==> config.mk <==
export PLATFORM = sky130hd
export DESIGN_NAME = adc_serial_command_decoder
export DESIGN_NICKNAME = d
export VERILOG_FILES = /design/src/hw/adc_cmd_pkg.sv /design/src/hw/adc_serial_command_decoder.sv
export SDC_FILE = /design/constraint.sdc
export NUM_CORES = 1
export LEC_CHECK = 0
export ABC_AREA = 1
export BUFFER_PORTS_ARGS = -buffer_cell sky130_fd_sc_hd__buf_2
export CAP_MARGIN = 5
export CORE_ASPECT_RATIO = 1.25
export CORE_UTILIZATION = 34
export CTS_BUF_LIST = sky130_fd_sc_hd__clkbuf_16
export DETAILED_ROUTE_END_ITERATION = 8
export PLACE_DENSITY_LB_ADDON = 0.1
export SYNTH_ARGS = -nofsm -noshare
export SYNTH_HDL_FRONTEND = slang
export SYNTH_SLANG_ARGS = --single-unit
==> constraint.sdc <==
create_clock -name clk_sys -period 14.16 [get_ports clk_sys]
set_input_delay 1.416 -clock clk_sys [delete_from_list [all_inputs] [get_ports clk_sys]]
set_output_delay 1.416 -clock clk_sys [all_outputs]
set_load 0.1 [all_outputs]
==> src/hw/adc_cmd_pkg.sv <==
// Purpose: shared constants and types of the serial command decoder
// Assumes: one system clock; serial pins arrive asynchronous to it
// Notes: opcode patterns are value/mask pairs; mask bits set are compared
package adc_cmd_pkg;

   // ------------------------------------------------------------
   // opcodes
   // ------------------------------------------------------------
   localparam logic [7:0] OP_RESET = 8'h06;
   localparam logic [7:0] OP_KICK = 8'h08;
   localparam logic [7:0] OP_SLEEP = 8'h02;
   localparam logic [7:0] MASK_LSB_FREE = 8'hfe;
   localparam logic [7:0] OP_FETCH = 8'h10;
   localparam logic [7:0] OP_REG_READ = 8'h20;
   localparam logic [7:0] OP_REG_WRITE = 8'h40;
   localparam logic [7:0] MASK_NIBBLE_FREE = 8'hf0;

   // ------------------------------------------------------------
   // register map and fields
   // ------------------------------------------------------------
   localparam int NUM_REGS = 4;
   localparam logic [1:0] REG_INPUT_GAIN = 2'h0;
   localparam logic [1:0] REG_RATE_MODE = 2'h1;
   localparam logic [1:0] REG_REFERENCE_CURRENT = 2'h2;
   localparam logic [1:0] REG_CURRENT_ROUTE = 2'h3;
   localparam logic [7:0] CFG_RESET = 8'h00;
   localparam int SEL_HI = 7;
   localparam int SEL_LO = 4;
   localparam int GAIN_HI = 3;
   localparam int GAIN_LO = 1;
   localparam int BYPASS_BIT = 0;
   localparam int CONV_MODE_BIT = 2;
   localparam int TEMP_SENSE_BIT = 1;
   localparam int SWITCH_BIT = 3;
   localparam int EXC_HI = 2;
   localparam int EXC_LO = 0;
   localparam int READY_PIN_BIT = 1;
   localparam logic [3:0] SEL_UNUSED = 4'hf;
   localparam logic [7:0] GAIN_UNITY = 8'h01;

   // ------------------------------------------------------------
   // serial framing
   // ------------------------------------------------------------
   localparam int RESULT_W = 24;
   localparam logic [2:0] RESULT_BYTES = 3'h3;
   localparam logic [2:0] LAST_BIT = 3'h7;
   localparam int FIFO_DEPTH = 8;

   typedef struct packed {
      logic [7:0] currentRoute;
      logic [7:0] referenceCurrent;
      logic [7:0] rateMode;
      logic [7:0] inputGain;
   } cfg_s;

   typedef enum logic [1:0] {
      CMD_OPCODE = 2'b01,
      CMD_WDATA = 2'b10
   } cmd_state_e;

endpackage

==> src/hw/adc_serial_command_decoder.sv <==
// Purpose: serial command decoder, result readout and settings registers
// Assumes: serial pins asynchronous to clk_sys, serial clock well below 50 MHz
// Notes: converter core sits outside; results enter through an 8-word fifo
`timescale 1ns/1ps
`default_nettype none

// ------------------------------------------------------------
// result fifo
// ------------------------------------------------------------
module adc_result_fifo #(
   parameter int WIDTH = 24,
   parameter int DEPTH = 8
) (
   // clock and reset
   input wire logic clk_sys,
   input wire logic rst,
   input wire logic flush,
   // fill side
   input wire logic inValid,
   output logic inReady,
   input wire logic [WIDTH-1:0] inData,
   // drain side
   output logic outValid,
   input wire logic outReady,
   output logic [WIDTH-1:0] outData
);
   localparam int AW = (DEPTH > 1) ? $clog2(DEPTH) : 1;
   localparam logic [AW-1:0] LAST_PTR = AW'(DEPTH - 1);
   localparam logic [AW:0] FULL_COUNT = (AW + 1)'(DEPTH);

   logic [WIDTH-1:0] mem [DEPTH];
   logic [AW-1:0] wrPtr_q;
   logic [AW-1:0] rdPtr_q;
   logic [AW:0] count_q;
   logic full_q;
   logic empty_q;
   // ready comes from its own flop so the top output is registered
   logic notFull_q;

   wire logic doWrite = inValid & ~full_q;
   wire logic doRead = outReady & ~empty_q;
   wire logic [AW:0] countNext = count_q + (AW + 1)'(doWrite) - (AW + 1)'(doRead);

   assign inReady = notFull_q;
   assign outValid = ~empty_q;
   assign outData = mem[rdPtr_q];

   always_ff @(posedge clk_sys) begin
      if (doWrite) begin
         mem[wrPtr_q] <= inData;
      end
   end

   always_ff @(posedge clk_sys or posedge rst) begin
      if (rst) begin
         wrPtr_q <= '0;
         rdPtr_q <= '0;
         count_q <= '0;
         full_q <= 1'b0;
         notFull_q <= 1'b1;
         empty_q <= 1'b1;
      end else if (flush) begin
         wrPtr_q <= '0;
         rdPtr_q <= '0;
         count_q <= '0;
         full_q <= 1'b0;
         notFull_q <= 1'b1;
         empty_q <= 1'b1;
      end else begin
         if (doWrite) begin
            wrPtr_q <= (wrPtr_q == LAST_PTR) ? '0 : wrPtr_q + AW'(1);
         end
         if (doRead) begin
            rdPtr_q <= (rdPtr_q == LAST_PTR) ? '0 : rdPtr_q + AW'(1);
         end
         count_q <= countNext;
         full_q <= (countNext == FULL_COUNT);
         notFull_q <= (countNext != FULL_COUNT);
         empty_q <= (countNext == '0);
      end
   end
endmodule

// ------------------------------------------------------------
// top
// ------------------------------------------------------------
module adc_serial_command_decoder #(
   parameter int FIFO_DEPTH = adc_cmd_pkg::FIFO_DEPTH
) (
   // clock and reset
   input wire logic clk_sys,
   input wire logic rst,
   // serial pins
   input wire logic serialClk,
   input wire logic chipSelectN,
   input wire logic serialIn,
   output logic serialOutWithReady,
   output logic serialOutEnN,
   output logic resultReadyN,
   // converter core
   input wire logic convResultValid,
   output logic convResultReady,
   input wire logic [adc_cmd_pkg::RESULT_W-1:0] convResult,
   output logic convRestart,
   output logic coreReset,
   output logic sleepMode,
   // settings towards the analog side
   output adc_cmd_pkg::cfg_s cfgOut,
   output logic [3:0] inputSelect,
   output logic inputActive,
   output logic [7:0] gainValue,
   output logic ampBypass,
   output logic convContinuous,
   output logic lowSideSwitchCtrl,
   output logic [2:0] excitationSource
);
   localparam int RW = adc_cmd_pkg::RESULT_W;

   function automatic logic opMatch(input logic [7:0] b, input logic [7:0] code,
                                    input logic [7:0] mask);
      opMatch = ((b & mask) == code);
   endfunction

   // register bytes from rr upward, left-justified, wrapping past the last one
   function automatic logic [31:0] regWindow(input logic [3:0][7:0] regs,
                                             input logic [1:0] rr);
      logic [1:0] idx;
      regWindow = '0;
      for (int i = 0; i < adc_cmd_pkg::NUM_REGS; i++) begin
         idx = rr + 2'(i);
         regWindow[31-8*i -: 8] = regs[idx];
      end
   endfunction

   // ------------------------------------------------------------
   // pin synchronisers
   // ------------------------------------------------------------
   logic [2:0] sclkSync_q;
   logic [2:0] csSync_q;
   logic [2:0] dinSync_q;
   logic sclkF_q;
   logic csFiltN_q;

   // a change counts once stages two and three agree
   wire logic sclkNext = (sclkSync_q[1] == sclkSync_q[2]) ? sclkSync_q[2] : sclkF_q;
   wire logic csNextN = (csSync_q[1] == csSync_q[2]) ? csSync_q[2] : csFiltN_q;
   wire logic dinAgree = (dinSync_q[1] == dinSync_q[2]);
   wire logic dinBit = dinSync_q[2];
   wire logic active = ~csFiltN_q & ~csNextN;
   wire logic sclkRise = sclkNext & ~sclkF_q;
   wire logic sclkFall = ~sclkNext & sclkF_q;

   always_ff @(posedge clk_sys or posedge rst) begin
      if (rst) begin
         sclkSync_q <= '0;
         csSync_q <= 3'h7;
         dinSync_q <= '0;
         sclkF_q <= 1'b0;
         csFiltN_q <= 1'b1;
      end else begin
         sclkSync_q <= {sclkSync_q[1:0], serialClk};
         csSync_q <= {csSync_q[1:0], chipSelectN};
         dinSync_q <= {dinSync_q[1:0], serialIn};
         sclkF_q <= sclkNext;
         csFiltN_q <= csNextN;
      end
   end

   // ------------------------------------------------------------
   // state
   // ------------------------------------------------------------
   adc_cmd_pkg::cmd_state_e state_q;
   logic [3:0][7:0] cfgQ;
   logic [3:0][7:0] stage_q;
   logic [1:0] wrIdx_q;
   logic [1:0] wrLeft_q;
   logic [2:0] bitCnt_q;
   logic [7:0] rxShift_q;
   logic dinHeld_q;
   logic [31:0] txShift_q;
   logic [2:0] txBytes_q;
   logic dataBit_q;
   logic [RW-1:0] resultBuf_q;
   logic readyN_q;
   logic sleep_q;
   logic restart_q;
   logic coreReset_q;
   logic outEnN_q;
   logic serialOut_q;
   logic [3:0] inSel_q;
   logic inAct_q;
   logic [7:0] gain_q;
   logic bypass_q;
   logic contMode_q;
   logic switch_q;
   logic [2:0] exc_q;

   // data input latched on falling edges only
   wire logic dinSample = dinAgree ? dinBit : dinHeld_q;
   wire logic [7:0] rxByte = {rxShift_q[6:0], dinSample};
   wire logic byteDone = active & sclkFall & (bitCnt_q == adc_cmd_pkg::LAST_BIT);
   wire logic opByte = byteDone & (state_q == adc_cmd_pkg::CMD_OPCODE);
   wire logic wrByte = byteDone & (state_q == adc_cmd_pkg::CMD_WDATA);
   wire logic isReset = opByte & opMatch(rxByte, adc_cmd_pkg::OP_RESET,
                                         adc_cmd_pkg::MASK_LSB_FREE);
   wire logic isKick = opByte & opMatch(rxByte, adc_cmd_pkg::OP_KICK,
                                        adc_cmd_pkg::MASK_LSB_FREE);
   wire logic isSleep = opByte & opMatch(rxByte, adc_cmd_pkg::OP_SLEEP,
                                         adc_cmd_pkg::MASK_LSB_FREE);
   wire logic isFetch = opByte & opMatch(rxByte, adc_cmd_pkg::OP_FETCH,
                                         adc_cmd_pkg::MASK_NIBBLE_FREE);
   wire logic isRegRead = opByte & opMatch(rxByte, adc_cmd_pkg::OP_REG_READ,
                                           adc_cmd_pkg::MASK_NIBBLE_FREE);
   wire logic isRegWrite = opByte & opMatch(rxByte, adc_cmd_pkg::OP_REG_WRITE,
                                            adc_cmd_pkg::MASK_NIBBLE_FREE);
   wire logic wrLast = wrByte & (wrLeft_q == 2'h0);
   wire logic [1:0] opReg = rxByte[3:2];
   wire logic [2:0] opCount = {1'b0, rxByte[1:0]} + 3'h1;

   // buffer frozen while any byte or readout is under way
   wire logic frameBusy = active & ((bitCnt_q != '0) | (txBytes_q != '0));
   wire logic fifoValid;
   wire logic [RW-1:0] fifoData;
   wire logic bufLoad = fifoValid & ~frameBusy & ~isReset;
   wire logic autoLoad = active & sclkRise & (bitCnt_q == '0) & (txBytes_q == '0);
   wire logic [RW-1:0] txSource = bufLoad ? fifoData : resultBuf_q;

   logic [3:0][7:0] stageNext;
   always_comb begin
      stageNext = stage_q;
      stageNext[wrIdx_q] = rxByte;
   end

   // results queue here until the frame lets the buffer change
   adc_result_fifo #(
      .WIDTH(RW),
      .DEPTH(FIFO_DEPTH)
   ) resultFifo (
      .clk_sys(clk_sys),
      .rst(rst),
      .flush(isReset),
      .inValid(convResultValid),
      .inReady(convResultReady),
      .inData(convResult),
      .outValid(fifoValid),
      .outReady(~frameBusy),
      .outData(fifoData)
   );

   // ------------------------------------------------------------
   // receive framing and command decode
   // ------------------------------------------------------------
   always_ff @(posedge clk_sys or posedge rst) begin
      if (rst) begin
         bitCnt_q <= '0;
         rxShift_q <= '0;
         dinHeld_q <= 1'b0;
      end else begin
         if (dinAgree) begin
            dinHeld_q <= dinBit;
         end
         if (!active) begin
            bitCnt_q <= '0;
         end else if (sclkFall) begin
            bitCnt_q <= bitCnt_q + 3'h1;
            rxShift_q <= rxByte;
         end
      end
   end

   always_ff @(posedge clk_sys or posedge rst) begin
      if (rst) begin
         state_q <= adc_cmd_pkg::CMD_OPCODE;
         cfgQ <= {adc_cmd_pkg::NUM_REGS{adc_cmd_pkg::CFG_RESET}};
         stage_q <= '0;
         wrIdx_q <= '0;
         wrLeft_q <= '0;
         sleep_q <= 1'b0;
         restart_q <= 1'b0;
         coreReset_q <= 1'b0;
      end else begin
         restart_q <= 1'b0;
         coreReset_q <= 1'b0;
         if (!active) begin
            state_q <= adc_cmd_pkg::CMD_OPCODE;
         end
         case (state_q)
            adc_cmd_pkg::CMD_OPCODE: begin
               if (isReset) begin
                  cfgQ <= {adc_cmd_pkg::NUM_REGS{adc_cmd_pkg::CFG_RESET}};
                  sleep_q <= 1'b0;
                  coreReset_q <= 1'b1;
               end else if (isKick) begin
                  restart_q <= 1'b1;
                  sleep_q <= 1'b0;
               end else if (isSleep) begin
                  sleep_q <= 1'b1;
               end else if (isRegWrite) begin
                  stage_q <= cfgQ;
                  wrIdx_q <= opReg;
                  wrLeft_q <= rxByte[1:0];
                  state_q <= adc_cmd_pkg::CMD_WDATA;
               end
               // any other byte falls through untouched
            end
            adc_cmd_pkg::CMD_WDATA: begin
               if (wrByte) begin
                  stage_q <= stageNext;
                  wrIdx_q <= wrIdx_q + 2'h1;
                  wrLeft_q <= wrLeft_q - 2'h1;
                  if (wrLast) begin
                     cfgQ <= stageNext;
                     restart_q <= 1'b1;
                     sleep_q <= 1'b0;
                     state_q <= adc_cmd_pkg::CMD_OPCODE;
                  end
               end
            end
            default: begin
               state_q <= adc_cmd_pkg::CMD_OPCODE;
            end
         endcase
      end
   end

   // ------------------------------------------------------------
   // transmit path and result buffer
   // ------------------------------------------------------------
   always_ff @(posedge clk_sys or posedge rst) begin
      if (rst) begin
         txShift_q <= '0;
         txBytes_q <= '0;
         dataBit_q <= 1'b0;
         resultBuf_q <= '0;
      end else begin
         if (bufLoad) begin
            resultBuf_q <= fifoData;
         end
         if (isReset) begin
            resultBuf_q <= '0;
            txBytes_q <= '0;
         end else if (!active) begin
            txBytes_q <= '0;
         end else if (isFetch) begin
            txShift_q <= {resultBuf_q, 8'h00};
            txBytes_q <= adc_cmd_pkg::RESULT_BYTES;
         end else if (isRegRead) begin
            txShift_q <= regWindow(cfgQ, opReg);
            txBytes_q <= opCount;
         end else if (byteDone && txBytes_q != '0) begin
            txBytes_q <= txBytes_q - 3'h1;
         end else if (autoLoad) begin
            // direct readout with no command, MSB first
            dataBit_q <= txSource[RW-1];
            txShift_q <= {txSource[RW-2:0], 9'h000};
            txBytes_q <= adc_cmd_pkg::RESULT_BYTES;
         end else if (active && sclkRise) begin
            dataBit_q <= txShift_q[31];
            txShift_q <= {txShift_q[30:0], 1'b0};
         end
      end
   end

   // ------------------------------------------------------------
   // ready indication and pins
   // ------------------------------------------------------------
   wire logic readyOnPin = cfgQ[adc_cmd_pkg::REG_CURRENT_ROUTE][adc_cmd_pkg::READY_PIN_BIT];
   wire logic txIdle = (txBytes_q == '0) & (bitCnt_q == '0);

   always_ff @(posedge clk_sys or posedge rst) begin
      if (rst) begin
         readyN_q <= 1'b1;
         outEnN_q <= 1'b1;
         serialOut_q <= 1'b1;
      end else begin
         // a fresh result wins over the rising-edge release
         if (bufLoad) begin
            readyN_q <= 1'b0;
         end else if (sclkRise || isReset) begin
            readyN_q <= 1'b1;
         end
         outEnN_q <= ~active;
         serialOut_q <= (readyOnPin && txIdle) ? readyN_q : dataBit_q;
      end
   end

   // ------------------------------------------------------------
   // analog-facing settings
   // ------------------------------------------------------------
   wire logic [7:0] reg0 = cfgQ[adc_cmd_pkg::REG_INPUT_GAIN];
   wire logic [7:0] reg1 = cfgQ[adc_cmd_pkg::REG_RATE_MODE];
   wire logic [7:0] reg2 = cfgQ[adc_cmd_pkg::REG_REFERENCE_CURRENT];
   wire logic tempMode = reg1[adc_cmd_pkg::TEMP_SENSE_BIT];
   wire logic [3:0] selField = reg0[adc_cmd_pkg::SEL_HI:adc_cmd_pkg::SEL_LO];
   wire logic [2:0] gainField = reg0[adc_cmd_pkg::GAIN_HI:adc_cmd_pkg::GAIN_LO];

   always_ff @(posedge clk_sys or posedge rst) begin
      if (rst) begin
         inSel_q <= '0;
         inAct_q <= 1'b0;
         gain_q <= adc_cmd_pkg::GAIN_UNITY;
         bypass_q <= 1'b0;
         contMode_q <= 1'b0;
         switch_q <= 1'b0;
         exc_q <= '0;
      end else begin
         inSel_q <= selField;
         inAct_q <= ~tempMode & ~sleep_q & (selField != adc_cmd_pkg::SEL_UNUSED);
         gain_q <= tempMode ? adc_cmd_pkg::GAIN_UNITY
                            : adc_cmd_pkg::GAIN_UNITY << gainField;
         bypass_q <= reg0[adc_cmd_pkg::BYPASS_BIT];
         contMode_q <= reg1[adc_cmd_pkg::CONV_MODE_BIT];
         switch_q <= reg2[adc_cmd_pkg::SWITCH_BIT] & ~sleep_q;
         exc_q <= sleep_q ? 3'h0 : reg2[adc_cmd_pkg::EXC_HI:adc_cmd_pkg::EXC_LO];
      end
   end

   assign serialOutWithReady = serialOut_q;
   assign serialOutEnN = outEnN_q;
   assign resultReadyN = readyN_q;
   assign convRestart = restart_q;
   assign coreReset = coreReset_q;
   assign sleepMode = sleep_q;
   assign cfgOut = adc_cmd_pkg::cfg_s'(cfgQ);
   assign inputSelect = inSel_q;
   assign inputActive = inAct_q;
   assign gainValue = gain_q;
   assign ampBypass = bypass_q;
   assign convContinuous = contMode_q;
   assign lowSideSwitchCtrl = switch_q;
   assign excitationSource = exc_q;

   // ------------------------------------------------------------
   // assertions
   // ------------------------------------------------------------
   AST_RESET_CLEARS: assert property (@(posedge clk_sys) disable iff (rst)
      isReset |=> (cfgQ == '0) && readyN_q && !sleep_q && coreReset_q)
      else $error("reset opcode did not restore defaults");
   AST_KICK_RESTARTS: assert property (@(posedge clk_sys) disable iff (rst)
      isKick |=> restart_q && !sleep_q ##1 !restart_q)
      else $error("kick opcode did not give one restart pulse");
   AST_SLEEP_ANALOG_OFF: assert property (@(posedge clk_sys) disable iff (rst)
      isSleep ##1 !isKick && !wrLast |=> sleep_q && exc_q == 3'h0 && !switch_q)
      else $error("sleep left analog parts powered");
   AST_FETCH_LOADS: assert property (@(posedge clk_sys) disable iff (rst)
      isFetch |=> txShift_q[31:8] == $past(resultBuf_q) && txBytes_q == adc_cmd_pkg::RESULT_BYTES)
      else $error("fetch did not load the current result");
   AST_WRITE_KEEPS_DATA: assert property (@(posedge clk_sys) disable iff (rst)
      wrByte |=> txShift_q == $past(txShift_q))
      else $error("register write disturbed outgoing data");
   AST_WRITE_COMMITS: assert property (@(posedge clk_sys) disable iff (rst)
      wrLast |=> restart_q && cfgQ == $past(stageNext))
      else $error("register write did not commit and restart");
   AST_READY_FALLS: assert property (@(posedge clk_sys) disable iff (rst)
      bufLoad |=> !readyN_q && resultBuf_q == $past(fifoData))
      else $error("new result did not pull ready low");
   AST_READY_RISES: assert property (@(posedge clk_sys) disable iff (rst)
      sclkRise && !bufLoad |=> readyN_q)
      else $error("ready stayed low after a rising serial edge");
   AST_BUFFER_FROZEN: assert property (@(posedge clk_sys) disable iff (rst)
      frameBusy && !isReset |=> $stable(resultBuf_q))
      else $error("result buffer changed inside a frame");
endmodule

`default_nettype wire

### After elaboration in Yosys (flattened, before gate mapping)

Memory sizes are Yosys's and may differ from the RTL's.
Cells that the tools add are included.

* add/subtract/negate cells: 12
* $lt $le $gt $ge: 6
* eq/ne operators: 28
* shift-type cells: 1
* muxes and demuxes: 91
* bitwise operators: 40
* reductions and logical operators: 23

Operator list (number)
* 2-to-1 mux 32 bit: 13
* one-hot mux 32 bit (2 select lines): 2
* binary-select mux 8 bit (select 2 bit): 4
* 2-to-1 mux 24 bit: 2
* 2-to-1 mux 8 bit: 6
* 2-to-1 mux 3 bit: 15
* 2-to-1 mux 2 bit: 17
* bitwise mux 32 bit: 1
* AND 1 bit: 25
* 2-to-1 mux 1 bit: 24
* demux 8 bit (select 2 bit): 1
* < comparator 2 x 3 -> 1 bit, second input constant: 5
* != test 2 bit, second input constant: 7
* inverter 1 bit: 14
* != test 4 bit, second input constant: 3
* one-hot mux 2 bit (2 select lines): 3
* AND reduction 4 bit: 3
* AND reduction 6 bit: 2
* nonzero test 2 bit: 5
* adder 3 x 1 -> 3 bit, second input constant: 3
* equality test 3 bit, second input constant: 3
* left shift 1 x 3 -> 8 bit, first input constant: 1
* equality test 7 x 1 -> 1 bit, second input constant: 1
* equality test 7 x 2 -> 1 bit, second input constant: 1
* other kinds (30): 40

* flip-flop bits (word level): 190
* memory bits (writable): 192
* input port bits: 30
* output and inout port bits: 58
* word-level logic and storage cells: 244
* memories kept: 1

Memories
* resultFifo.mem: words 8, width 24, read ports 1, clocked after memory_dff 0, wr ports 1, line adc_serial_command_decoder.sv:31 `logic [WIDTH-1:0] mem [DEPTH];`

### Longest topological paths before layout

Gate-level depths: netlist of run 1.

* depth after elaboration: 15
* depth in mapped cells: 16

### Modules after synthesis

A second synthesis of run 1 with hierarchy kept.

* cell total of the unflattened synthesis: 2071
* area, all modules: 18029.8 um2

Modules (own cells, without submodules)
* adc_serial_command_decoder: times used 1, cells each 1340, area each 9643.0 um2
* adc_result_fifo: times used 1, cells each 731, area each 8386.8 um2

### Worst setup path after synthesis of run 1

Ideal clock, no wire load.

* kind: input-to-reg
* from: input convResultValid
* to: memory resultFifo.mem[0][0], enable pin
* library setup time: 0.405 ns
* arrival time: 3.100 ns
* data required time: 13.755 ns
* slack: 10.655 ns
* stages on the path: 5
* buffers on the path: 0
* path through: inv_1 nor2_1 inv_1 or2_2 nor2_1

* longest elaborated chain between the ends: 3

RTL lines
* from (decl): line adc_serial_command_decoder.sv:101 `input wire logic convResultValid,`
* AND 1 bit: line adc_serial_command_decoder.sv:40 `wire logic doWrite = inValid & ~full_q;`
* 2-to-1 mux 1 bit: line adc_serial_command_decoder.sv:49 `if (doWrite) begin`
* 2-to-1 mux 1 bit (implied by the code): line adc_serial_command_decoder.sv:50 `mem[wrPtr_q] <= inData;`
* to (decl): line adc_serial_command_decoder.sv:31

No other way between the ends.

### Worst setup path in the final report of run 1

* from: register state_q[1]
* to: register txShift_q[7]

* longest elaborated chain between the ends: 5
* elaborated cells between the ends (all ways): 11
* those cells by class: eq/ne (2); mux (2); bitwise (5); reduce/logical (2)

RTL lines
* from (decl): line adc_serial_command_decoder.sv:172 `adc_cmd_pkg::cmd_state_e state_q;`
* from (signal assigned): line adc_serial_command_decoder.sv:273 `state_q <= adc_cmd_pkg::CMD_OPCODE;`
* from (signal assigned): line adc_serial_command_decoder.sv:285 `state_q <= adc_cmd_pkg::CMD_OPCODE;`
* from (signal assigned): line adc_serial_command_decoder.sv:302 `state_q <= adc_cmd_pkg::CMD_WDATA;`
* equality test 2 x 1 -> 1 bit *: line adc_serial_command_decoder.sv:202 `wire logic opByte = byteDone & (state_q == adc_cmd_pkg::CMD_OPCODE);`
* AND 1 bit *: line adc_serial_command_decoder.sv:202
* AND 1 bit (on tied branches): line adc_serial_command_decoder.sv:210, adc_serial_command_decoder.sv:204, adc_serial_command_decoder.sv:212
* != test 3 bit (no line), or another cell as far along
* AND reduction 4 bit (no line) / 2-to-1 mux 32 bit (equally long branches)
* to (signal assigned): line adc_serial_command_decoder.sv:345 `txShift_q <= {resultBuf_q, 8'h00};`
* to (signal assigned): line adc_serial_command_decoder.sv:348 `txShift_q <= regWindow(cfgQ, opReg);`
* to (signal assigned): line adc_serial_command_decoder.sv:355 `txShift_q <= {txSource[RW-2:0], 9'h000};`
* to (decl): line adc_serial_command_decoder.sv:180 `logic [31:0] txShift_q;`

Every way passes the cells marked *; elsewhere a longest branch is shown, timed or not.
A chain may end at the register's enable or synchronous reset.

==> impl_metrics.yaml, run 1 <==
outcome:
  outcome: "finished, final reports clean"
synthesis:
  synthDistinctLibCells: 43
  syn-instance-count: 1923
  synth_edf_count: 192
  synthArstFlopShare: 0.497
  syn_nets: 1975
  synth_area_um2: 17700
  yosys_warnings: 0
  ys_seq_area_frac: 0.597
  ys_ff_latch: 382
  synth-main-ff-cell: "edfxtp_1"
  avgSynthCellArea_um2: 9.18
timing:
  finalWorstSetupSlack_ns: 10.82
  tns_ns: 0
  slew_headroom: 0.342
  final_max_slew_viol_count: 0
  period_needed_ns: 3.34
  max_slew.worst_pin.slew_ns: 0.986
  holdWs_ns: 0.346
  setup_viol: 0
  finalClockSkew_ns: 0.0229
  min_period_over_period: 0.236
  max_freq_mhz: 299
  rsz0062_at_grt: "no"
  timing.final.hold_violations: 0
layout:
  layout.nets: 2025
  drive_above_1_share: 0.113
  fin_util: 0.389
  n_antenna_cell: 0
  area_delta_synth_final_pct: 13.4
  mostFrequentLayoutCell: "nand2_1"
  final_cell_mix: "nand2_1 (478), nor2_1 (216), edfxtp_1 (192)"
grt:
  antenna_found_initial: 4
  grt_pass1_wl_um: 73600
  grt_overflow: 0
  grt_usage: 0.180
  grt_pass1_vias: 12600
  grt_max_degree: 132
place:
  post-dp-hpwl_um: 28600
  io_buffer_count: 87
  gp_congestion: 0.824
  pre_cts_ws_ns: 10.78
clocking:
  insertion_delay_ns: 0.57
  cts_buffers: 43
  clkSinkCount: 382
  cts_setup_buffers: 0
  clk_path_buf_depth: 3
  path_clk_slew_ns: 0.06
  cts_root_buf: "clkbuf_16"
  cts_tree: "done"
  cts_htree_levels: 2
  ctsResizeCount: 0
  holdBufCountCts: 0
hold_path:
  hp-class: "reg -> reg"
  holdPathEnd: "dinSync_q[1]"
  holdPathStages: 0
  hold_start: "dinSync_q[0]"
critical_path:
  crit_top_cell: "inv_1"
  required_ns: 14.61
  arrival_ns: 3.79
  cp-end-kind: "flop"
  rr_endpoint: "txShift_q[7]"
  start_kind: "flop"
  crit_chain: "inv_1 > ha_1 > inv_1 > nor2_8 > nand2_2 > nand3_2 > nand2_1 > inv_2 > a22o_1"
  critical_path_class: "reg -> reg"
  slowest_delay_ns: 0.90
  critPathMaxFanout: 48
  reg2reg_slack_ns: 10.82
  cpMaxStageDelayCell: "nand3_2"
  reg2reg_from: "state_q[1]"
  reg2regPathDepth: 9
pwr:
  powerDensity_nw_per_um2: 177
  ir_drop_v: 0.0000959
  power_leakage_uw: 0.00890
floorplanning:
  die_w_um: 206
  ios: 88
  initial_core_util: 0.343
  core_region_area_um2: 51400
  dieArea_um2: 52800
  dieHeight_um: 257
  num_rows: 93
flow_run:
  maxCapViolCount: 0
drt:
  drtIter0Drc: 718
  via_per_inst: 4.90
  vias: 13100
  wl_per_cell_um: 17.4
  drcViolationCount: 0
  wl_um: 46500
  firstDrtPassIters: 5
  drtAntennaViolNets: 0
through the flow:
stage          cells  cell area [µm²]  power, µW
2_1_floorplan   1923            17700       2150
3_3_place_gp    2593            18600       2440
3_5_place_dp    2593            18600       2450
4_1_cts         2673            20000       3590
5_1_grt         2673            20000       3770
6_report        2673            20000       3540
critical path: cells and delay by family (launching register included):
family	cells	cell delay, ns
fa+ha+maj	1	0.24
simple gates	4	1.94
flops	1	0.37
buf+inv	3	0.43
compound gates	1	0.21
logic make-up after synthesis:
group                    after synthesis  synth area share
multiplexers                           6           0.00347
AO/OA/AOI/OAI                        382             0.122
AND/OR/NAND/NOR                      833             0.191
XOR/XNOR                               3           0.00149
flip-flops                           382             0.597
adder cells (fa/ha/maj)               22            0.0160
buffers and inverters                295            0.0698
how the worst max path moves through the flow:
stage,slack (ns),depth (start not counted),startpoint,endpoint
after detailed placement,10.78,10,csSync_q[1],txShift_q[7]
after global placement,10.86,15,txBytes_q[0],resultFifo.inReady
after global routing,10.47,10,state_q[1],txShift_q[7]
after CTS,10.78,10,csSync_q[1],txShift_q[7]
after floorplan,7.59,1,rst,ampBypass
final,10.82,9,state_q[1],txShift_q[7]
cell usage after synthesis (2+ instances only):
library cell / n / area (µm²)
nor3_1: 6 / 30.0
clkinv_1: 3 / 11.3
nor2_8: 2 / 40.0
o21ai_1: 30 / 150
mux2i_1: 5 / 50.1
a21oi_1: 58 / 290
a31oi_1: 42 / 263
nand4_1: 2 / 12.5
clkbuf_2: 2 / 10.0
or2_2: 3 / 18.8
buf_2: 29 / 145
edfxtp_1: 192 / 5770
inv_1: 175 / 657
a22o_1: 5 / 43.8
o211ai_1: 51 / 383
nand3_2: 3 / 30.0
dfrtp_1: 179 / 4480
xnor2_1: 2 / 17.5
ha_1: 21 / 263
buf_6: 7 / 78.8
nand2_2: 5 / 31.3
buf_4: 9 / 67.6
nand2_4: 2 / 22.5
o21ai_0: 191 / 956
dfstp_2: 11 / 289
buf_1: 9 / 33.8
nand3_1: 104 / 521
nor2_1: 224 / 841
nand2_1: 478 / 1790
inv_2: 12 / 45.0
clkbuf_1: 49 / 184
registers in the layout (all words and copies together) (netlist names), 4 cells and up:
signal              count
cfgOut                  8
reg1                    8
reg0                    8
inputSelect             4
gainValue               8
rxShift_q               7
reg2                    8
stage_q                32
resultFifo.mem        192
txShift_q              32
resultFifo.count_q      4
resultBuf_q            24
report_power, final:
group | switching, µW | internal (µW) | total [µW]
sequential | 69.1 | 1340 | 1410
combinational | 707 | 295 | 1000
clock | 467 | 656 | 1120
total | 1240 | 2290 | 3540
routing by layer:
metal,global-route usage,share of wire
met1,0.233,0.44
met2,0.308,0.50
met3,0.0266,0.037
met4,0.0525,0.022
met5,0,0.00090
layout make-up:
type	instances	area (µm²)
repair buffers	110	608
clock buffers	44	1100
flip-flops and latches	382	10500
multi-input cells	1246	5920
inverters	190	722
fillers	5166	31400
clock inverters	36	305
well taps	665	832
Note: power is estimated with default switching activity, not from simulation.
==> run 2, diff against run 1 <==
--- a/config.mk
+++ b/config.mk
@@ -5,7 +5,7 @@
 export SDC_FILE = /design/constraint.sdc
 export NUM_CORES = 1
 export LEC_CHECK = 0
-export ABC_AREA = 1
+export ABC_AREA = 0
 export BUFFER_PORTS_ARGS = -buffer_cell sky130_fd_sc_hd__buf_2
 export CAP_MARGIN = 5
 export CORE_ASPECT_RATIO = 1.25
==> constraint.sdc (replaced) <==
create_clock -name clk_sys -period 3.27 [get_ports clk_sys]
set_input_delay 0.327 -clock clk_sys [delete_from_list [all_inputs] [get_ports clk_sys]]
set_output_delay 0.327 -clock clk_sys [all_outputs]
set_load 0.1 [all_outputs]
==> run 2 against run 1 <==
Wire length is 0.61% higher. Highest routed layer unchanged. Non-clock buffer count grew 31. Sequential power rose to 4.5 times the previous value. Area after synthesis fell by 1.8%. Worst setup slack got worse by 10 ns. Power rose to 4.1 times the previous value. Critical path depth grew 4. Register-to-register slack got worse by 10 ns. Largest power group unchanged. Critical path type unchanged. Fmax rose by 22%. Sequential share of layout area increased by 0.092 points.
==> impl_metrics.yaml, run 2 <==
outcome:
  outcome: "finished, final reports clean"
drt:
  firstDrtPassIters: 7
  drtAntennaViolNets: 0
  vias: 11300
  wl_um: 46800
  wl_per_cell_um: 22.6
  via_per_inst: 5.44
  drtIter0Drc: 681
  drcViolationCount: 0
grt:
  grt_max_degree: 115
  grt_overflow: 0
  grt_usage: 0.184
  grt_pass1_vias: 11600
  grt_pass1_wl_um: 72300
  antenna_found_initial: 2
floorplanning:
  initial_core_util: 0.344
  die_w_um: 204
  ios: 88
  core_region_area_um2: 50400
  dieHeight_um: 254
  num_rows: 92
  dieArea_um2: 51900
synthesis:
  ys_seq_area_frac: 0.608
  synthDistinctLibCells: 63
  synth.area.top_cells: "edfxtp_1 (33%), dfrtp_1 (26%), mux4_2 (7.8%)"
  ys_ff_latch: 382
  syn_nets: 1354
  synth_edf_count: 192
  avgSynthCellArea_um2: 13.3
  synth_most_common_cell: "edfxtp_1"
  yosys_warnings: 0
  synth_area_um2: 17300
  yosys.area.top_type_share: 0.333
  synth-main-ff-cell: "edfxtp_1"
  synthArstFlopShare: 0.497
  synth_common_cells: "edfxtp_1 (192), dfrtp_1 (179), nor2_1 (107)"
  syn-instance-count: 1302
  yosysTopAreaCell: "edfxtp_1"
clocking:
  cts_tree: "done"
  cts_setup_buffers: 0
  cts_htree_levels: 2
  ctsResizeCount: 0
  clkSinkCount: 382
  cts_buffers: 43
  path_clk_slew_ns: 0.06
  cts_root_buf: "clkbuf_16"
  insertion_delay_ns: 0.58
  clk_path_buf_depth: 3
layout:
  drive_above_1_share: 0.227
  largest_reg_flops: 192
  top_regs: "resultFifo.mem (192), stage_q (32), txShift_q (32)"
  mostFrequentLayoutCell: "edfxtp_1"
  layout.nets: 1431
  fin_cells: 2073
  area_delta_synth_final_pct: 15.3
  final_cell_mix: "edfxtp_1 (192), dfrtp_1 (175), nor2_1 (104)"
  top_register: "resultFifo.mem"
  final_cell_area_um2: 20000
timing:
  min_period_over_period: 0.838
  slew_headroom: 0.399
  max_freq_mhz: 365
  tns_ns: 0
  max_slew.worst_pin.slew_ns: 0.901
  rsz0062_at_grt: "no"
  setup_viol: 0
  period_needed_ns: 2.74
  final_max_slew_viol_count: 0
  timing.final.hold_violations: 0
  finalClockSkew_ns: 0.0327
critical_path:
  cpMaxStageDelayCell: "fa_1"
  required_ns: 3.78
  crit_chain: "inv_1 > ha_1 > ha_1 > nand3b_1 > a21o_1 > inv_2 > ha_1 > inv_1 > ha_1 > inv_1 > fa_1 > xor2_1 > and4_1"
  cp-end-kind: "flop"
  critical_path_class: "reg -> reg"
  slowest_delay_ns: 0.40
  start_kind: "flop"
  arrival_ns: 3.25
  crit_top_cell: "ha_1"
  critPathMaxFanout: 5
hold_path:
  hp-class: "in -> reg"
pwr:
  clkPwrFrac: 0.319
  power_frac_seq: 0.432
  ir_drop_v: 0.000488
  p_int_uw: 10000
  sw_frac_of_total: 0.312
  p_comb_frac: 0.249
  powerDensity_nw_per_um2: 729
  power_uw: 14600
  switching_power_uw: 4550
  power_leakage_uw: 0.00762
place:
  gp_congestion: 0.778
  io_buffer_count: 87
  dp_cells: 1988
  placed_cell_area_um2: 18600
  post-dp-hpwl_um: 29300
flow_run:
  maxCapViolCount: 0
-- run 2: cell types whose count changed in the layout (fill, tap and decap cells not counted), moves of 28 or more --
cell      change
nand4_1      +29
o21ai_1      -28
mux2_2       +33
o211ai_1     -28
nor2_1      -112
o22ai_1      +59
nand2_1     -444
a211oi_1     +44
a31oi_1      -42
mux4_2       +60
o21ai_0     -123
nand3_1      -93
mux2i_1      +71
inv_1       -135
-- run 2: worst max-delay path: cells and delay by family (launching register included) --
kind | cells | cell delay [ns]
AOI/OAI and AO/OA | 1 | 0.21
buffers and inverters | 4 | 0.24
xor gates and xnor gates | 1 | 0.26
adders and majority gates | 5 | 1.24
DFF | 1 | 0.37
and+or+nand+nor | 2 | 0.36
-- run 2: worst paths after layout --
path                                    start                   end  slack (ns)  depth (start not counted)
worst max-delay path             txBytes_q[0]     resultFifo.full_q        0.53                         13
worst min-delay path            convResult[0]  resultFifo.mem[7][0]        0.03                          1
worst max register to register   txBytes_q[0]     resultFifo.full_q        0.53                         13
worst min register to register  sclkSync_q[0]         sclkSync_q[1]        0.35                          0
max in group asynchronous                 rst          rxShift_q[2]        2.18                          4
min in group asynchronous                 rst          dinSync_q[0]        0.43                          4
-- run 2: stage by stage --
stage               setup WS (ns)  hold slack (ns)   util
global placement            0.588            0.348  0.369
global route                0.256           0.0194  0.396
CTS                         0.500          0.00544  0.396
detailed placement          0.534            0.341  0.369
floorplan                   0.205            0.331      -
finish                      0.529           0.0324  0.396
-- run 2: cells by family after synthesis --
group | synth area share
AOI/OAI and AO/OA | 0.122
xor gates and xnor gates | 0.00253
adders and majority gates | 0.0163
buffers and inverters | 0.0349
DFF | 0.608
muxes | 0.147
and+or+nand+nor | 0.0704
-- run 2: timing repair --
action                                  4_1_cts  5_1_grt
endpoints found under the hold margin        78        0
hold buffers                                  4        0
endpoints found under the setup margin        0        0
-- run 2: cell type report --
| type | count | area (µm²) |
|---|---|---|
| Fill cell | 4811 | 30400 |
| Sequential cell | 382 | 10500 |
| Multi-Input combinational cell | 777 | 6240 |
| Clock buffer | 44 | 1100 |
| Timing Repair Buffer | 141 | 913 |
| Tap cell | 658 | 823 |
| Clock inverter | 36 | 239 |
| Inverter | 34 | 131 |
| Antenna cell | 1 | 2.50 |
-- run 2: layer usage --
metal	GRT usage	vias up	routed length [µm]
li1	-	5166	-
met3	0.0271	66	1680
met2	0.318	217	23400
met4	0.0721	2	1510
met5	0	-	13
met1	0.232	5829	20200
-- run 2: power by group through the flow --
stage / Combinational [µW] / Sequential (µW) / Clock (µW)
after floorplan: 2700 / 6230 / 0
after global placement: 3680 / 6380 / 0
after detailed placement: 3700 / 6390 / 0
after CTS: 3720 / 6310 / 4790
after global routing: 4030 / 6380 / 4970
final: 3630 / 6300 / 4650
==> run 3, diff against run 2 <==
==> constraint.sdc (replaced) <==
create_clock -name clk_sys -period 2.45 [get_ports clk_sys]
set_input_delay 0.245 -clock clk_sys [delete_from_list [all_inputs] [get_ports clk_sys]]
set_output_delay 0.245 -clock clk_sys [all_outputs]
set_load 0.1 [all_outputs]
==> run 3 against run 2 <==
Design area grew 4.5%. Worst setup slack lost 0.50 ns. Die area is the same. Global-route usage grew 0.29 points. Wire length grew 0.84%. Cell count grew 2.6%. Utilization grew 1.8 points.
==> impl_metrics.yaml, run 3 (same netlist as run 2, synthesis figures left out) <==
outcome:
  outcome: "finished, final reports clean"
critical_path:
  arrival_ns: 2.95
  required_ns: 2.97
  critical_path_class: "reg -> reg"
  critPathMaxFanout: 4
  cp-end-kind: "flop"
  start_kind: "flop"
timing:
  timing.final.hold_violations: 0
  slew_headroom: 0.597
  period_needed_ns: 2.43
  rsz0062_at_grt: "yes"
  min_period_over_period: 0.990
  max_freq_mhz: 412
  setup_viol: 0
  holdWs_ns: 0.128
  max_slew.worst_pin.slew_ns: 0.603
  final_max_slew_viol_count: 0
  finalClockSkew_ns: 0.0132
drt:
  dr_wl_met2_um: 23700
  drtIter0Drc: 767
  vias: 11400
  drcViolationCount: 0
  wl_per_cell_um: 22.2
  via_per_inst: 5.36
  wl_um: 47200
  wl_met1_um: 20300
  highest_layer: "met4"
  drtAntennaViolNets: 0
  wl_met3_um: 1760
  firstDrtPassIters: 5
clocking:
  cts_tree: "done"
  cts_buffers: 43
  cts_root_buf: "clkbuf_16"
  clkSinkCount: 382
  path_clk_slew_ns: 0.06
  cts_htree_levels: 2
  clk_path_buf_depth: 3
  insertion_delay_ns: 0.60
grt:
  grt_pass1_wl_um: 73600
  antenna_found_initial: 1
  grt_max_degree: 85
  grt_pass1_vias: 11900
  grt_usage: 0.187
  grt_overflow: 0
layout:
  top_regs: "resultFifo.mem (192), stage_q (32), txShift_q (32)"
  nFillCells: 4782
  largest_reg_flops: 192
  mostFrequentLayoutCell: "edfxtp_1"
  drive_above_1_share: 0.258
  layout.nets: 1488
  final_cell_area_um2: 20900
  top_register: "resultFifo.mem"
  multi_input_area_um2: 6320
  final_cell_mix: "edfxtp_1 (192), dfrtp_1 (174), nor2_1 (102)"
  regArea_um2: 10500
  area_delta_synth_final_pct: 20.5
floorplanning:
  dieArea_um2: 51900
  initial_core_util: 0.344
  core_region_area_um2: 50400
  die_w_um: 204
  ios: 88
  dieHeight_um: 254
  num_rows: 92
place:
  io_buffer_count: 87
  post-dp-hpwl_um: 30300
  placed_cell_area_um2: 19100
  gp_congestion: 0.786
pwr:
  p_comb_frac: 0.264
  powerDensity_nw_per_um2: 981
  switching_power_uw: 6360
  clkPwrFrac: 0.327
  p_int_uw: 14100
  ir_drop_v: 0.000576
  power_leakage_uw: 0.00797
  sw_frac_of_total: 0.310
  power_frac_seq: 0.409
flow_run:
  maxCapViolCount: 0
hold_path:
  hp-class: "in -> reg"
## run 3: changes by cell type in the layout (fill, tap and decap cells not counted), moves of 3 or more
cell | previous run | this run
clkinv_1 | 12 | 7
clkinv_2 | 6 | 9
buf_4 | 45 | 61
inv_1 | 45 | 35
ha_4 | 0 | 4
dlygate4sd3_1 | 4 | 28
ha_1 | 20 | 15
bufinv_16 | 3 | 6
buf_12 | 5 | 19
inv_2 | 1 | 4
## run 3: worst max-delay path: stages, from the launching register on
cell      delay [ns]
dfrtp_1         0.37
inv_1           0.06
ha_2            0.18
ha_4            0.15
nand3b_1        0.11
a21o_1          0.20
inv_2           0.08
ha_4            0.20
inv_2           0.06
ha_4            0.13
inv_2           0.04
fa_2            0.36
xor2_2          0.18
a41o_1          0.24
## run 3: metal layers
metal	global-route usage	up-vias
met1	0.239	5859
met4	0.0629	0
met2	0.321	202
met5	0	-
met3	0.0299	63
li1	-	5279
## run 3: path summary, 6_finish.rpt
check / from / slack, ns / cells after the start / to
setup / recovery: txBytes_q[1] / 0.02 / 13 / resultFifo.empty_q
hold / removal: convResultValid / 0.13 / 5 / resultFifo.wrPtr_q[2]
setup reg to reg: txBytes_q[1] / 0.02 / 13 / resultFifo.empty_q
hold reg to reg: sclkSync_q[0] / 0.35 / 0 / sclkSync_q[1]
max in group asynchronous: rst / 1.40 / 4 / gainValue[0]
min in group asynchronous: rst / 0.21 / 3 / stage_q[15]
## run 3: final cells by class
| type | instances | area share |
|---|---|---|
| Sequential cell | 382 | 0.505 |
| Multi-Input combinational cell | 777 | 0.303 |
| Timing Repair Buffer | 198 | 0.0762 |
| Clock buffer | 44 | 0.0527 |
| Tap cell | 658 | 0.0394 |
| Clock inverter | 33 | 0.0177 |
| Inverter | 34 | 0.00629 |
| Antenna cell | 1 | 0.000120 |
## run 3: metrics by stage
stage	total power (µW)	TNS, ns	utilization	instances	setup WS, ns
3_3_place_gp	13800	0	0.378	2018	0.0238
3_5_place_dp	13900	-0.0229	0.378	2018	-0.0229
2_1_floorplan	12000	-68.78	-	1302	-0.363
5_1_grt	21600	-0.228	0.414	2127	-0.105
4_1_cts	20700	0	0.413	2125	0.0189
6_report	20500	0	0.414	2127	0.0241
## run 3: power by group through the flow
stage	logic (µW)	clock network (µW)	registers (µW)
2_1_floorplan	3710	0	8320
3_3_place_gp	5330	0	8490
3_5_place_dp	5360	0	8500
4_1_cts	5460	6900	8390
5_1_grt	5960	7130	8480
6_report	5410	6700	8390
## run 3: timing repair
action | in CTS | in global routing
hold buffers | 28 | 0
pin swaps | 4 | 10
endpoints found under the hold margin | 214 | 0
setup endpoints to repair | 1 | 70
buffers inserted | 2 | 1
gates resized for setup | 0 | 9
